$ cat config.mk
export PLATFORM = sky130hd
export DESIGN_NAME = tcw_decoder
export DESIGN_NICKNAME = d
export VERILOG_FILES = /design/src/core/tcw_pkg.sv /design/src/core/tcw_decoder.sv
export SDC_FILE = /design/constraint.sdc
export NUM_CORES = 1
export LEC_CHECK = 0
export BUFFER_PORTS_ARGS = -buffer_cell sky130_fd_sc_hd__buf_2
export CAP_MARGIN = 20
export CORE_UTILIZATION = 45
export DETAILED_ROUTE_END_ITERATION = 6
export PLACE_DENSITY = 0.72
export SYNTH_ARGS = -nofsm -noshare
export SYNTH_HDL_FRONTEND = slang
export SYNTH_SLANG_ARGS = --single-unit
$ cat constraint.sdc
create_clock -name clk_i -period 7.4 [get_ports clk_i]
set_input_delay 0.74 -clock clk_i [delete_from_list [all_inputs] [get_ports clk_i]]
set_output_delay 0.74 -clock clk_i [all_outputs]
set_load 0.01 [all_outputs]
$ cat src/core/tcw_pkg.sv
package tcw_pkg;
    // first command word of a buffer
    typedef struct packed {
        logic        ioc;       // raise done flag at buffer end
        logic [4:0]  rsvd_hi;
        logic [1:0]  align;     // end alignment code
        logic [2:0]  rsvd_mid;
        logic [4:0]  offset;    // data start offset in bytes
        logic [1:0]  rsvd_lo;
        logic        first_seg;
        logic        last_seg;
        logic        rsvd_b11;
        logic [10:0] size;      // buffer byte count
    } tcw_cmd_a_t;

    // second command word, identical for all buffers of a packet
    typedef struct packed {
        logic [15:0] tag;
        logic        rsvd15;
        logic        cksum;     // checksum request
        logic        no_crc;    // suppress frame check sequence unless no_pad is also set
        logic        no_pad;    // suppress short-frame padding
        logic        rsvd11;
        logic [10:0] pkt_len;
    } tcw_cmd_b_t;

    // per-packet options handed to the transmit path
    typedef struct packed {
        logic [15:0] tag;
        logic        cksum_en;
        logic        crc_append;
        logic        pad_en;
    } tcw_info_t;

    // one payload beat with byte lanes
    typedef struct packed {
        logic        valid;
        logic        last;
        logic [3:0]  be;
        logic [31:0] data;
    } tcw_beat_t;

    typedef enum logic [1:0] {
        ST_CMD_A = 2'b00,
        ST_CMD_B = 2'b01,
        ST_DATA  = 2'b10
    } tcw_state_t;

    localparam logic [1:0] ALIGN_4   = 2'h0;
    localparam logic [1:0] ALIGN_16  = 2'h1;
    localparam logic [1:0] ALIGN_32  = 2'h2;
    localparam logic [1:0] ALIGN_BAD = 2'h3;
    localparam logic [11:0] AMASK_4  = 12'h003;
    localparam logic [11:0] AMASK_16 = 12'h00F;
    localparam logic [11:0] AMASK_32 = 12'h01F;

    localparam logic [7:0] ADR_CTRL   = 8'h00;
    localparam logic [7:0] ADR_STATUS = 8'h04;
    localparam logic [7:0] ADR_MASK   = 8'h08;
    localparam logic [7:0] ADR_INFO   = 8'h0C;

    localparam int ST_ERR  = 0; // status/mask bit: tx_error_flag
    localparam int ST_DONE = 1; // status/mask bit: tx_buffer_done_flag
    localparam int CTRL_CKSUM = 0; // checksum_offload_global_enable
endpackage : tcw_pkg

$ cat src/core/tcw_decoder.sv
// Local design decisions: the placing of the registers and the Wishbone slave port.
`timescale 1ns/1ps
`default_nettype none
module tcw_decoder (
    input  wire logic             clk_i,
    input  wire logic             rst_i,
    input  wire logic             wr_valid_i,
    input  wire logic [31:0]      wr_data_i,
    output var  tcw_pkg::tcw_beat_t beat_o,
    output var  tcw_pkg::tcw_info_t pkt_info_o,
    output logic                  pkt_start_o,
    output logic                  irq_o,
    input  wire logic             wb_cyc_i,
    input  wire logic             wb_stb_i,
    input  wire logic             wb_we_i,
    input  wire logic [7:0]       wb_adr_i,
    input  wire logic [3:0]       wb_sel_i,
    input  wire logic [31:0]      wb_dat_i,
    output logic [31:0]           wb_dat_o,
    output logic                  wb_ack_o
);
    import tcw_pkg::*;

    tcw_state_t  state_q, state_d;
    tcw_cmd_a_t  a_q;
    tcw_cmd_b_t  b_q;
    logic [9:0]  words_q;    // dwords in the buffer incl. offset and pad
    logic [9:0]  widx_q;     // dword index within the buffer
    logic [11:0] acc_q;      // summed buffer counts of the packet
    logic [11:0] rcv_q;      // payload bytes really seen
    logic        ctrl_q;
    logic [1:0]  sts_q;
    logic [1:0]  msk_q;
    tcw_beat_t   beat_q;
    tcw_info_t   info_q;
    logic        start_q;
    logic        irq_q;
    logic [31:0] rdat_q;
    logic        ack_q;

    // incoming words seen as either command layout
    tcw_cmd_a_t a_in;
    tcw_cmd_b_t b_in;
    assign a_in = tcw_cmd_a_t'(wr_data_i);
    assign b_in = tcw_cmd_b_t'(wr_data_i);

    wire take_a = wr_valid_i && (state_q == ST_CMD_A);
    wire take_b = wr_valid_i && (state_q == ST_CMD_B);
    wire take_d = wr_valid_i && (state_q == ST_DATA);

    // pad boundary mask; the reserved code is treated as 4-byte so the
    // stream stays in step, while the error flag reports it
    wire [11:0] amask = (a_in.align == ALIGN_16) ? AMASK_16 :
                        (a_in.align == ALIGN_32) ? AMASK_32 : AMASK_4;
    wire [11:0] span  = 12'(a_in.offset) + 12'(a_in.size);
    wire [11:0] rnd   = span + amask;
    wire [9:0]  words_in = rnd[11:2] & ~{7'h00, amask[4:2]};
    wire        bad_align = take_a && (a_in.align == ALIGN_BAD);

    // byte lane valid when offset <= position < offset + size
    wire [11:0] b_lo = 12'(a_q.offset);
    wire [11:0] b_hi = 12'(a_q.offset) + 12'(a_q.size);
    logic [3:0] lane_ok;
    genvar g;
    generate
        for (g = 0; g < 4; g++) begin : g_lane
            wire [11:0] pos = {widx_q, 2'b00} + 12'(g);
            assign lane_ok[g] = (pos >= b_lo) && (pos < b_hi);
        end
    endgenerate
    wire [2:0] pop = 3'(lane_ok[0]) + 3'(lane_ok[1])
                   + 3'(lane_ok[2]) + 3'(lane_ok[3]);

    // end of a buffer: last dword taken, or an empty buffer after command b
    wire last_w  = take_d && (widx_q == words_q - 10'h001);
    wire buf_end = last_w || (take_b && words_q == 10'h000);
    wire [11:0] rcv_nx = rcv_q + (take_d ? 12'(pop) : 12'h000);
    wire pkt_end = buf_end && a_q.last_seg;

    // error sources
    // an empty buffer ends at its own command b, before b_q holds it
    wire [11:0] len_now = 12'(take_b ? b_in.pkt_len : b_q.pkt_len);
    wire b_diff  = take_b && !a_q.first_seg && (b_in != b_q);
    wire len_bad = pkt_end && (acc_q != len_now);
    wire rcv_bad = pkt_end && (rcv_nx != len_now);
    wire ev_err  = bad_align || b_diff || len_bad || rcv_bad;
    wire ev_done = buf_end && a_q.ioc;

    // next state
    always_comb begin
        state_d = state_q;
        unique case (state_q)
            ST_CMD_A: if (wr_valid_i) state_d = ST_CMD_B;
            ST_CMD_B: if (wr_valid_i) state_d = (words_q == 10'h000) ? ST_CMD_A : ST_DATA;
            ST_DATA:  if (last_w) state_d = ST_CMD_A;
            default:  state_d = ST_CMD_A;
        endcase
    end

    // command capture and buffer bookkeeping
    always_ff @(posedge clk_i) begin
        if (rst_i) begin
            state_q <= ST_CMD_A;
            a_q     <= '0;
            b_q     <= '0;
            words_q <= 10'h000;
            widx_q  <= 10'h000;
            acc_q   <= 12'h000;
            rcv_q   <= 12'h000;
        end else begin
            state_q <= state_d;
            if (take_a) begin
                a_q     <= a_in;
                words_q <= words_in;
                widx_q  <= 10'h000;
                acc_q   <= (a_in.first_seg ? 12'h000 : acc_q) + 12'(a_in.size);
                if (a_in.first_seg) rcv_q <= 12'h000;
            end
            if (take_b) b_q <= b_in;
            if (take_d) begin
                widx_q <= widx_q + 10'h001;
                rcv_q  <= rcv_nx;
            end
        end
    end

    // payload beats: offset and pad dwords carry no lanes and are not sent
    always_ff @(posedge clk_i) begin
        if (rst_i) begin
            beat_q <= '0;
        end else begin
            beat_q.valid <= take_d && (lane_ok != 4'h0);
            beat_q.be    <= lane_ok;
            beat_q.data  <= wr_data_i;
            beat_q.last  <= pkt_end; // pad-only final dword gives no last beat
        end
    end

    // per-packet options, taken from the first segment's second word
    wire [15:0] tag_in  = b_in.tag;
    wire        ck_in   = b_in.cksum && a_q.first_seg && ctrl_q;
    wire        crc_in  = !b_in.no_crc || b_in.no_pad;
    wire        pad_in  = !b_in.no_pad;
    wire        start_d = take_b && a_q.first_seg;
    always_ff @(posedge clk_i) begin
        if (rst_i) begin
            info_q  <= '0;
            start_q <= 1'b0;
        end else begin
            start_q <= start_d;
            if (start_d) info_q <= '{tag: tag_in, cksum_en: ck_in,
                                     crc_append: crc_in, pad_en: pad_in};
        end
    end

    // register bus decode; one wait state keeps read data registered
    wire        req    = wb_cyc_i && wb_stb_i && !ack_q;
    wire        wr     = req && wb_we_i && wb_sel_i[0];
    wire        wr_ctl = wr && (wb_adr_i == ADR_CTRL);
    wire        wr_sts = wr && (wb_adr_i == ADR_STATUS);
    wire        wr_msk = wr && (wb_adr_i == ADR_MASK);
    wire [1:0]  ev     = {ev_done, ev_err};
    wire [1:0]  w1c    = wr_sts ? wb_dat_i[1:0] : 2'b00;
    wire [31:0] rsel   = (wb_adr_i == ADR_CTRL)   ? {31'h0, ctrl_q} :
                         (wb_adr_i == ADR_STATUS) ? {30'h0, sts_q} :
                         (wb_adr_i == ADR_MASK)   ? {30'h0, msk_q} :
                         (wb_adr_i == ADR_INFO)   ? {13'h0, info_q} : 32'h0;

    // sticky status: a new event beats a clear in the same cycle
    always_ff @(posedge clk_i) begin
        if (rst_i) begin
            ctrl_q <= 1'b0;
            sts_q  <= 2'b00;
            msk_q  <= 2'b00;
            irq_q  <= 1'b0;
            ack_q  <= 1'b0;
            rdat_q <= 32'h0;
        end else begin
            if (wr_ctl) ctrl_q <= wb_dat_i[CTRL_CKSUM];
            if (wr_msk) msk_q <= wb_dat_i[1:0];
            sts_q  <= (sts_q & ~w1c) | ev;
            irq_q  <= |(sts_q & msk_q);
            ack_q  <= req;
            rdat_q <= req ? rsel : 32'h0;
        end
    end

    assign beat_o      = beat_q;
    assign pkt_info_o  = info_q;
    assign pkt_start_o = start_q;
    assign irq_o       = irq_q;
    assign wb_dat_o    = rdat_q;
    assign wb_ack_o    = ack_q;
endmodule : tcw_decoder
`default_nettype wire

==> results of run 1 <==
power groups by stage:
stage	Sequential, uW	Combinational [uW]	Clock, uW
floorplan	1090	354	0
global placement	1090	472	0
detailed placement	1090	487	0
CTS	1070	490	948
global route	1080	548	995
finish	1070	491	937
critical path: cells and delay by family (launching register included):
family,cells,cell delay (ns)
and+or+nand+nor,8,2.27
adders and majority gates,7,2.23
AOI/OAI and AO/OA,9,1.34
DFF,1,0.42
xor gates and xnor gates,2,0.34
buffers and inverters,3,0.18
metal layers:
metal / global-route usage [%] / share of wire [%] / vias to the layer above
li1: - / - / 3921
met1: 30.7 / 47 / 3730
met2: 36.8 / 47 / 213
met3: 3.46 / 4.9 / 22
met4: 6.63 / 1.3 / 0
met5: 0 / 0 / -
synth_stat cells, drive strengths merged, types with 8 or more instances:
cell | number | area (um^2)
nand3 | 20 | 100
inv | 39 | 146
xnor2 | 32 | 280
mux2i | 20 | 213
dfxtp | 181 | 3620
nor4 | 16 | 100
nand2b | 9 | 56.3
o21ai | 21 | 105
nor3 | 26 | 130
a21oi | 109 | 546
nor2b | 44 | 275
and3 | 12 | 75.1
a22oi | 9 | 67.6
a21o | 13 | 97.6
nand3b | 8 | 60.1
fa | 8 | 160
nor2 | 94 | 353
nand4 | 12 | 75.1
ha | 46 | 576
nand2 | 155 | 582
buf | 25 | 151
xor2 | 49 | 429
and2 | 20 | 125
clkbuf | 44 | 165
kinds of logic (layout without fill, tap and decap cells):
family | Yosys count | in the layout
mux | 23 | 23
xor+xnor | 82 | 82
simple gates | 435 | 435
flops | 181 | 181
other cells | 1 | 13
compound gates | 213 | 213
fa+ha+maj | 54 | 54
buf+inv | 109 | 203
worst paths after layout:
check,from,end,depth (start not counted)
min reg2reg,a_q[31],a_q[31],2
max reg2reg,a_q[16],sts_q[0],29
max,a_q[16],sts_q[0],29
min,a_q[31],a_q[31],2
cell type report:
cell class                 instances  area (um^2)  area share (%)
clock buffer                      17          425            4.03
clock inverter                    14          174            1.65
inverter                          40          150            1.42
multi-input combinational        820         5170            49.0
sequential                       181         3620            34.3
tap                              265          332            3.14
timing repair buffer             132          676            6.40
stage by stage:
step           hold slack [ns]  power (uW)  worst slack, ns  cells  util (%)
4_1_cts                  0.461        2510            0.400   1469      53.3
2_1_floorplan            0.432        1440             1.26   1110         -
3_3_place_gp             0.440        1560            0.617   1438      50.3
6_report                 0.457        2500            0.506   1469      53.4
5_1_grt                  0.480        2620          0.00322   1469      53.4
3_5_place_dp             0.451        1580            0.504   1438      50.3
state kept, by name, indices dropped and copies added (netlist names), 10 cells and up:
name / cells
a_q: 19
acc_q: 12
b_q: 32
beat_o: 38
pkt_info_o: 19
rcv_q: 12
wb_dat_o: 19
widx_q: 10
words_q: 10
layout by cell type (no fill, tap or decap), types with 4 or more instances in the layout:
master	synthesis	final
nand4_1	12	12
and2_1	20	20
o21a_1	4	4
a311oi_1	4	4
nor4_1	16	15
buf_2	4	126
inv_1	39	39
a211oi_1	7	7
nand2b_1	9	9
buf_4	14	6
nor3b_1	5	5
nor2_1	94	93
clkbuf_16	0	17
and3_1	12	12
xor2_1	49	49
a21oi_1	109	109
nand3_1	20	20
nand2_1	155	155
xnor2_1	32	32
dfxtp_1	181	181
a22oi_1	9	9
o22a_1	7	7
ha_1	46	46
nor3_1	26	26
a31oi_1	7	7
o21ai_0	20	20
inv_6	0	4
mux2i_1	19	19
nor2b_1	44	44
fa_1	8	8
nand3b_1	8	8
a21o_1	13	13
conb_1	1	13
clkinv_2	0	4
timing repair:
item / 4_1_cts / 5_1_grt
endpoints found under the setup margin: 0 / 1
endpoints found under the hold margin: 0 / 0
setup buffers: 0 / 0
resized for setup: 0 / 1
==> reports/metrics.yaml, run 1 <==
hold_path_class: "reg2reg"
irDropWorstVdd_mv: 0.145
min_period_ns: 6.89
rsz0062_at_grt: "false"
cp-start-kind: "register"
ys_seq_elements: 181
synth.avg_cell_area_um2: 8.39
yosysSeqAreaShare_pct: 39.3
grt_max_degree: 81
p_per_area_mw_per_mm2: 237
dpl-instance-area_mm2: 0.00995
grt_pass1_vias: 7408
synth.area.mux_share_pct: 2.80
arrival_ns: 7.20
numClockSinks: 181
power_frac_seq_pct: 42.9
ant_nets: 0
syn_area_mm2: 0.00921
switchingPower_uw: 735
root_buffer: "clkbuf_16"
timing_worst_setup_path_type: "reg2reg"
avgRoutedWirePerCell_um: 15.8
core_mm2: 0.0198
vias: 7886
critical_path.slowest_cell: "fa_1"
critPathMostFrequentCell: "ha_1"
die-area_mm2: 0.0210
postCtsHoldBufs: 0
die_h_um: 145
grt_pass1_wl_um: 38100
synth_top_family_by_area: "simple AND/OR/NAND/NOR gates"
postRouteWirelength_um: 23200
worstPathMaxFanout: 5
hold_viol: 0
finalSetupTns_ns: 0
gr-usage-all-layers_pct: 22.6
leakage_uw: 0.00463
rows: 51
globalplace.congestion: 0.893
die_w_um: 145
drive_gt1_share_pct: 14.5
setup_violations: 0
area_growth_pct: 14.6
synthXorXnorAreaFrac_pct: 7.95
crit_required_ns: 7.71
synthFlopType: "dfxtp_1"
synthAdderAreaFrac_pct: 7.99
worstSkewPairLatency_ns: 0.43
clkTransAtPathRegs_ns: 0.07
max-cap-violations: 0
num_antenna_cells: 0
synth_cell_types: 66
worst_slew_margin_rel_pct: 39.9
power_frac_comb_pct: 19.6
postLayoutCellArea_mm2: 0.0106
cts_max_path_buffers: 2
dpl.hpwl_um: 16700
synth_compound_area_share_pct: 14.2
pwr-share-clk_pct: 37.5
cp-end-kind: "register"
dr.pass1.iters: 5
async_reset_ff_share_pct: 0
antenna_found_initial: 0
initial_core_util_pct: 46.6
fillers: 1854
vias_per_cell: 5.37
fmax_mhz: 145
cpPeakStageDelay_ns: 0.56
synth-simple-area-share_pct: 22.6
fin_skew_ns: 0.0107
cts-buffers-inserted: 17
syn_inst: 1098
outcome: "completed"
drv_slew: 0
tightestPinTransition_ns: 0.901
synth_edf_count: 0
power.share.switching_pct: 29.4
grt_remaining_overflow: 0
reg2reg_slack_ns: 0.51
ys_warn_count: 0
fin_nets: 1328
drcViolationCount: 0
min_period_over_period_pct: 93.2
cell_internal_pwr_uw: 1760
port_buffers: 127
drt_iter0_drc: 463
io_pins: 174
cts_tree: "yes"
cts_max_level: 4
(Power assumes the default switching activity.)
==> run 2: changes to the inputs <==
--- a/config.mk
+++ b/config.mk
@@ -7,9 +7,11 @@
 export LEC_CHECK = 0
 export BUFFER_PORTS_ARGS = -buffer_cell sky130_fd_sc_hd__buf_2
 export CAP_MARGIN = 20
-export CORE_UTILIZATION = 45
+export CELL_PAD_IN_SITES_DETAIL_PLACEMENT = 0
+export CELL_PAD_IN_SITES_GLOBAL_PLACEMENT = 1
+export CORE_UTILIZATION = 42
 export DETAILED_ROUTE_END_ITERATION = 6
-export PLACE_DENSITY = 0.72
+export PLACE_DENSITY = 0.86
 export SYNTH_ARGS = -nofsm -noshare
 export SYNTH_HDL_FRONTEND = slang
 export SYNTH_SLANG_ARGS = --single-unit
==> run 2 against run 1 <==
Effect of this change: total power fell by 0.82%; cell area barely moved; core utilization fell by 3.8 points; sequential cell count did not move; combinational power barely moved; cell count rose by 0.68%; die area rose by 7.0%; highest routed layer unchanged; maximum frequency rose by 0.67%; non-clock buffer count did not move; clock power fell by 2%.
==> reports/metrics.yaml, run 2 (synthesis results as in run 1) <==
outcome: "completed"
gr-usage-all-layers_pct: 21.1
postRouteWirelength_um: 23300
fin_nets: 1328
vias_per_cell: 5.28
vias: 7812
cp-start-kind: "register"
cell_internal_pwr_uw: 1740
io_pins: 174
die-area_mm2: 0.0225
cts_tree: "yes"
hold_depth: 2
grt_pass1_vias: 7100
drcViolationCount: 0
crit_required_ns: 7.70
area_growth_pct: 14.6
final_cell_mix: "dfxtp_1 (181), nand2_1 (155), buf_2 (126)"
ant_nets: 0
leakage_uw: 0.00462
rows: 53
wl_met2_um: 11000
tightestPinTransition_ns: 0.936
globalplace.congestion: 0.875
p_total_uw: 2480
rsz0062_at_grt: "false"
num_antenna_cells: 0
p_per_area_mw_per_mm2: 235
cts-buffers-inserted: 17
grt_pass1_wl_um: 36900
largest_reg_flops: 38
worst_slew_margin_rel_pct: 37.6
pwr-share-clk_pct: 37.0
worstPathMaxFanout: 6
drive_gt1_share_pct: 14.4
met1_length_um: 11200
die_h_um: 150
irDropWorstVdd_mv: 0.163
core_mm2: 0.0213
dr.pass1.iters: 5
drv_slew: 0
cts_max_path_buffers: 2
timing_worst_setup_path_type: "reg2reg"
postCtsHoldBufs: 0
antenna_found_initial: 0
hold_viol: 0
layout_commonest_cell: "dfxtp_1"
avgRoutedWirePerCell_um: 15.8
initial_core_util_pct: 43.3
fillers: 2083
dpl.hpwl_um: 16900
fin_skew_ns: 0.00961
highest_layer: "met4"
met3_length_um: 978
hold_path_class: "reg2reg"
root_buffer: "clkbuf_16"
power_frac_seq_pct: 43.2
worstSkewPairLatency_ns: 0.43
grt_remaining_overflow: 0
max-cap-violations: 0
finalSetupTns_ns: 0
setup_violations: 0
switchingPower_uw: 737
drt_iter0_drc: 531
power.share.switching_pct: 29.7
min_period_over_period_pct: 92.5
reg2reg_depth: 27
port_buffers: 127
arrival_ns: 7.15
numClockSinks: 181
cp-end-kind: "register"
cts_max_level: 4
fmax_mhz: 146
grt_max_degree: 80
power_frac_comb_pct: 19.8
clkTransAtPathRegs_ns: 0.07
min_period_ns: 6.85
die_w_um: 150
[run 2: cell count changes in the layout (fill, tap and decap cells not counted), sizes merged]
cell	previous run	this run
clkbuf	17	19
inv	44	46
clkinv	7	4
bufinv	3	2
[run 2: what timing repair did]
item                       CTS  global route
setup endpoints to repair    0             1
gates resized for setup      0             1
buffers inserted             0             0
[run 2: metal layers]
layer | GRT usage [%] | vias to the layer above
li1 | - | 3914
met1 | 28.6 | 3709
met2 | 34.3 | 172
met3 | 3.99 | 17
met4 | 4.90 | 0
met5 | 0 | -
[run 2: final cells by class]
type                    instances  area [um^2]  area share [%]
repair buffers                132          676            6.40
clock inverters                12          143            1.35
inverters                      40          150            1.42
clock buffers                  19          443            4.20
flip-flops and latches        181         3620            34.3
multi-input cells             820         5170            49.0
well taps                     275          344            3.26
[run 2: per-stage QoR]
| stage | setup WS [ns] | hold WS [ns] | util (%) | cells | instance area (um^2) |
|---|---|---|---|---|---|
| final | 0.552 | 0.465 | 49.6 | 1479 | 10600 |
| after global routing | 0.0944 | 0.484 | 49.6 | 1479 | 10600 |
| after CTS | 0.425 | 0.465 | 49.6 | 1479 | 10500 |
| after detailed placement | 0.456 | 0.449 | 46.8 | 1448 | 9960 |
| after global placement | 0.592 | 0.448 | 46.8 | 1448 | 9960 |
| after floorplan | 1.26 | 0.432 | - | 1110 | 9260 |
[run 2: worst max-delay path: stages, from the launching register on]
cell and delay, ns:
dfxtp_1 0.43, ha_1 0.27, a21o_1 0.17, a21oi_1 0.24, o21bai_1 0.11, a21oi_1 0.23
nor2_1 0.12, nand3_1 0.11, xor2_1 0.16, ha_1 0.26, a21o_1 0.16, a21o_1 0.16
a21oi_1 0.14, o21ai_0 0.16, or3_1 0.46, fa_1 0.56, inv_1 0.07, ha_1 0.18
ha_1 0.26, and3_1 0.20, fa_1 0.43, a21o_1 0.20, and4_1 0.26, xnor3_1 0.19
nor4_1 0.23, or4b_1 0.47, nor4_2 0.36, o21ai_1 0.11
[run 2: power groups by stage]
stage | Sequential (uW) | Clock, uW | Combinational (uW)
floorplan | 1090 | 0 | 354
global placement | 1090 | 0 | 478
detailed placement | 1090 | 0 | 486
CTS | 1070 | 935 | 489
global route | 1080 | 973 | 548
finish | 1070 | 918 | 490
[run 2: worst paths after layout]
check | startpoint | to | slack [ns]
worst min-delay path | a_q[31] | a_q[31] | 0.46
worst max-delay path | a_q[17] | sts_q[0] | 0.55
worst min register to register | a_q[31] | a_q[31] | 0.46
worst max register to register | a_q[17] | sts_q[0] | 0.55
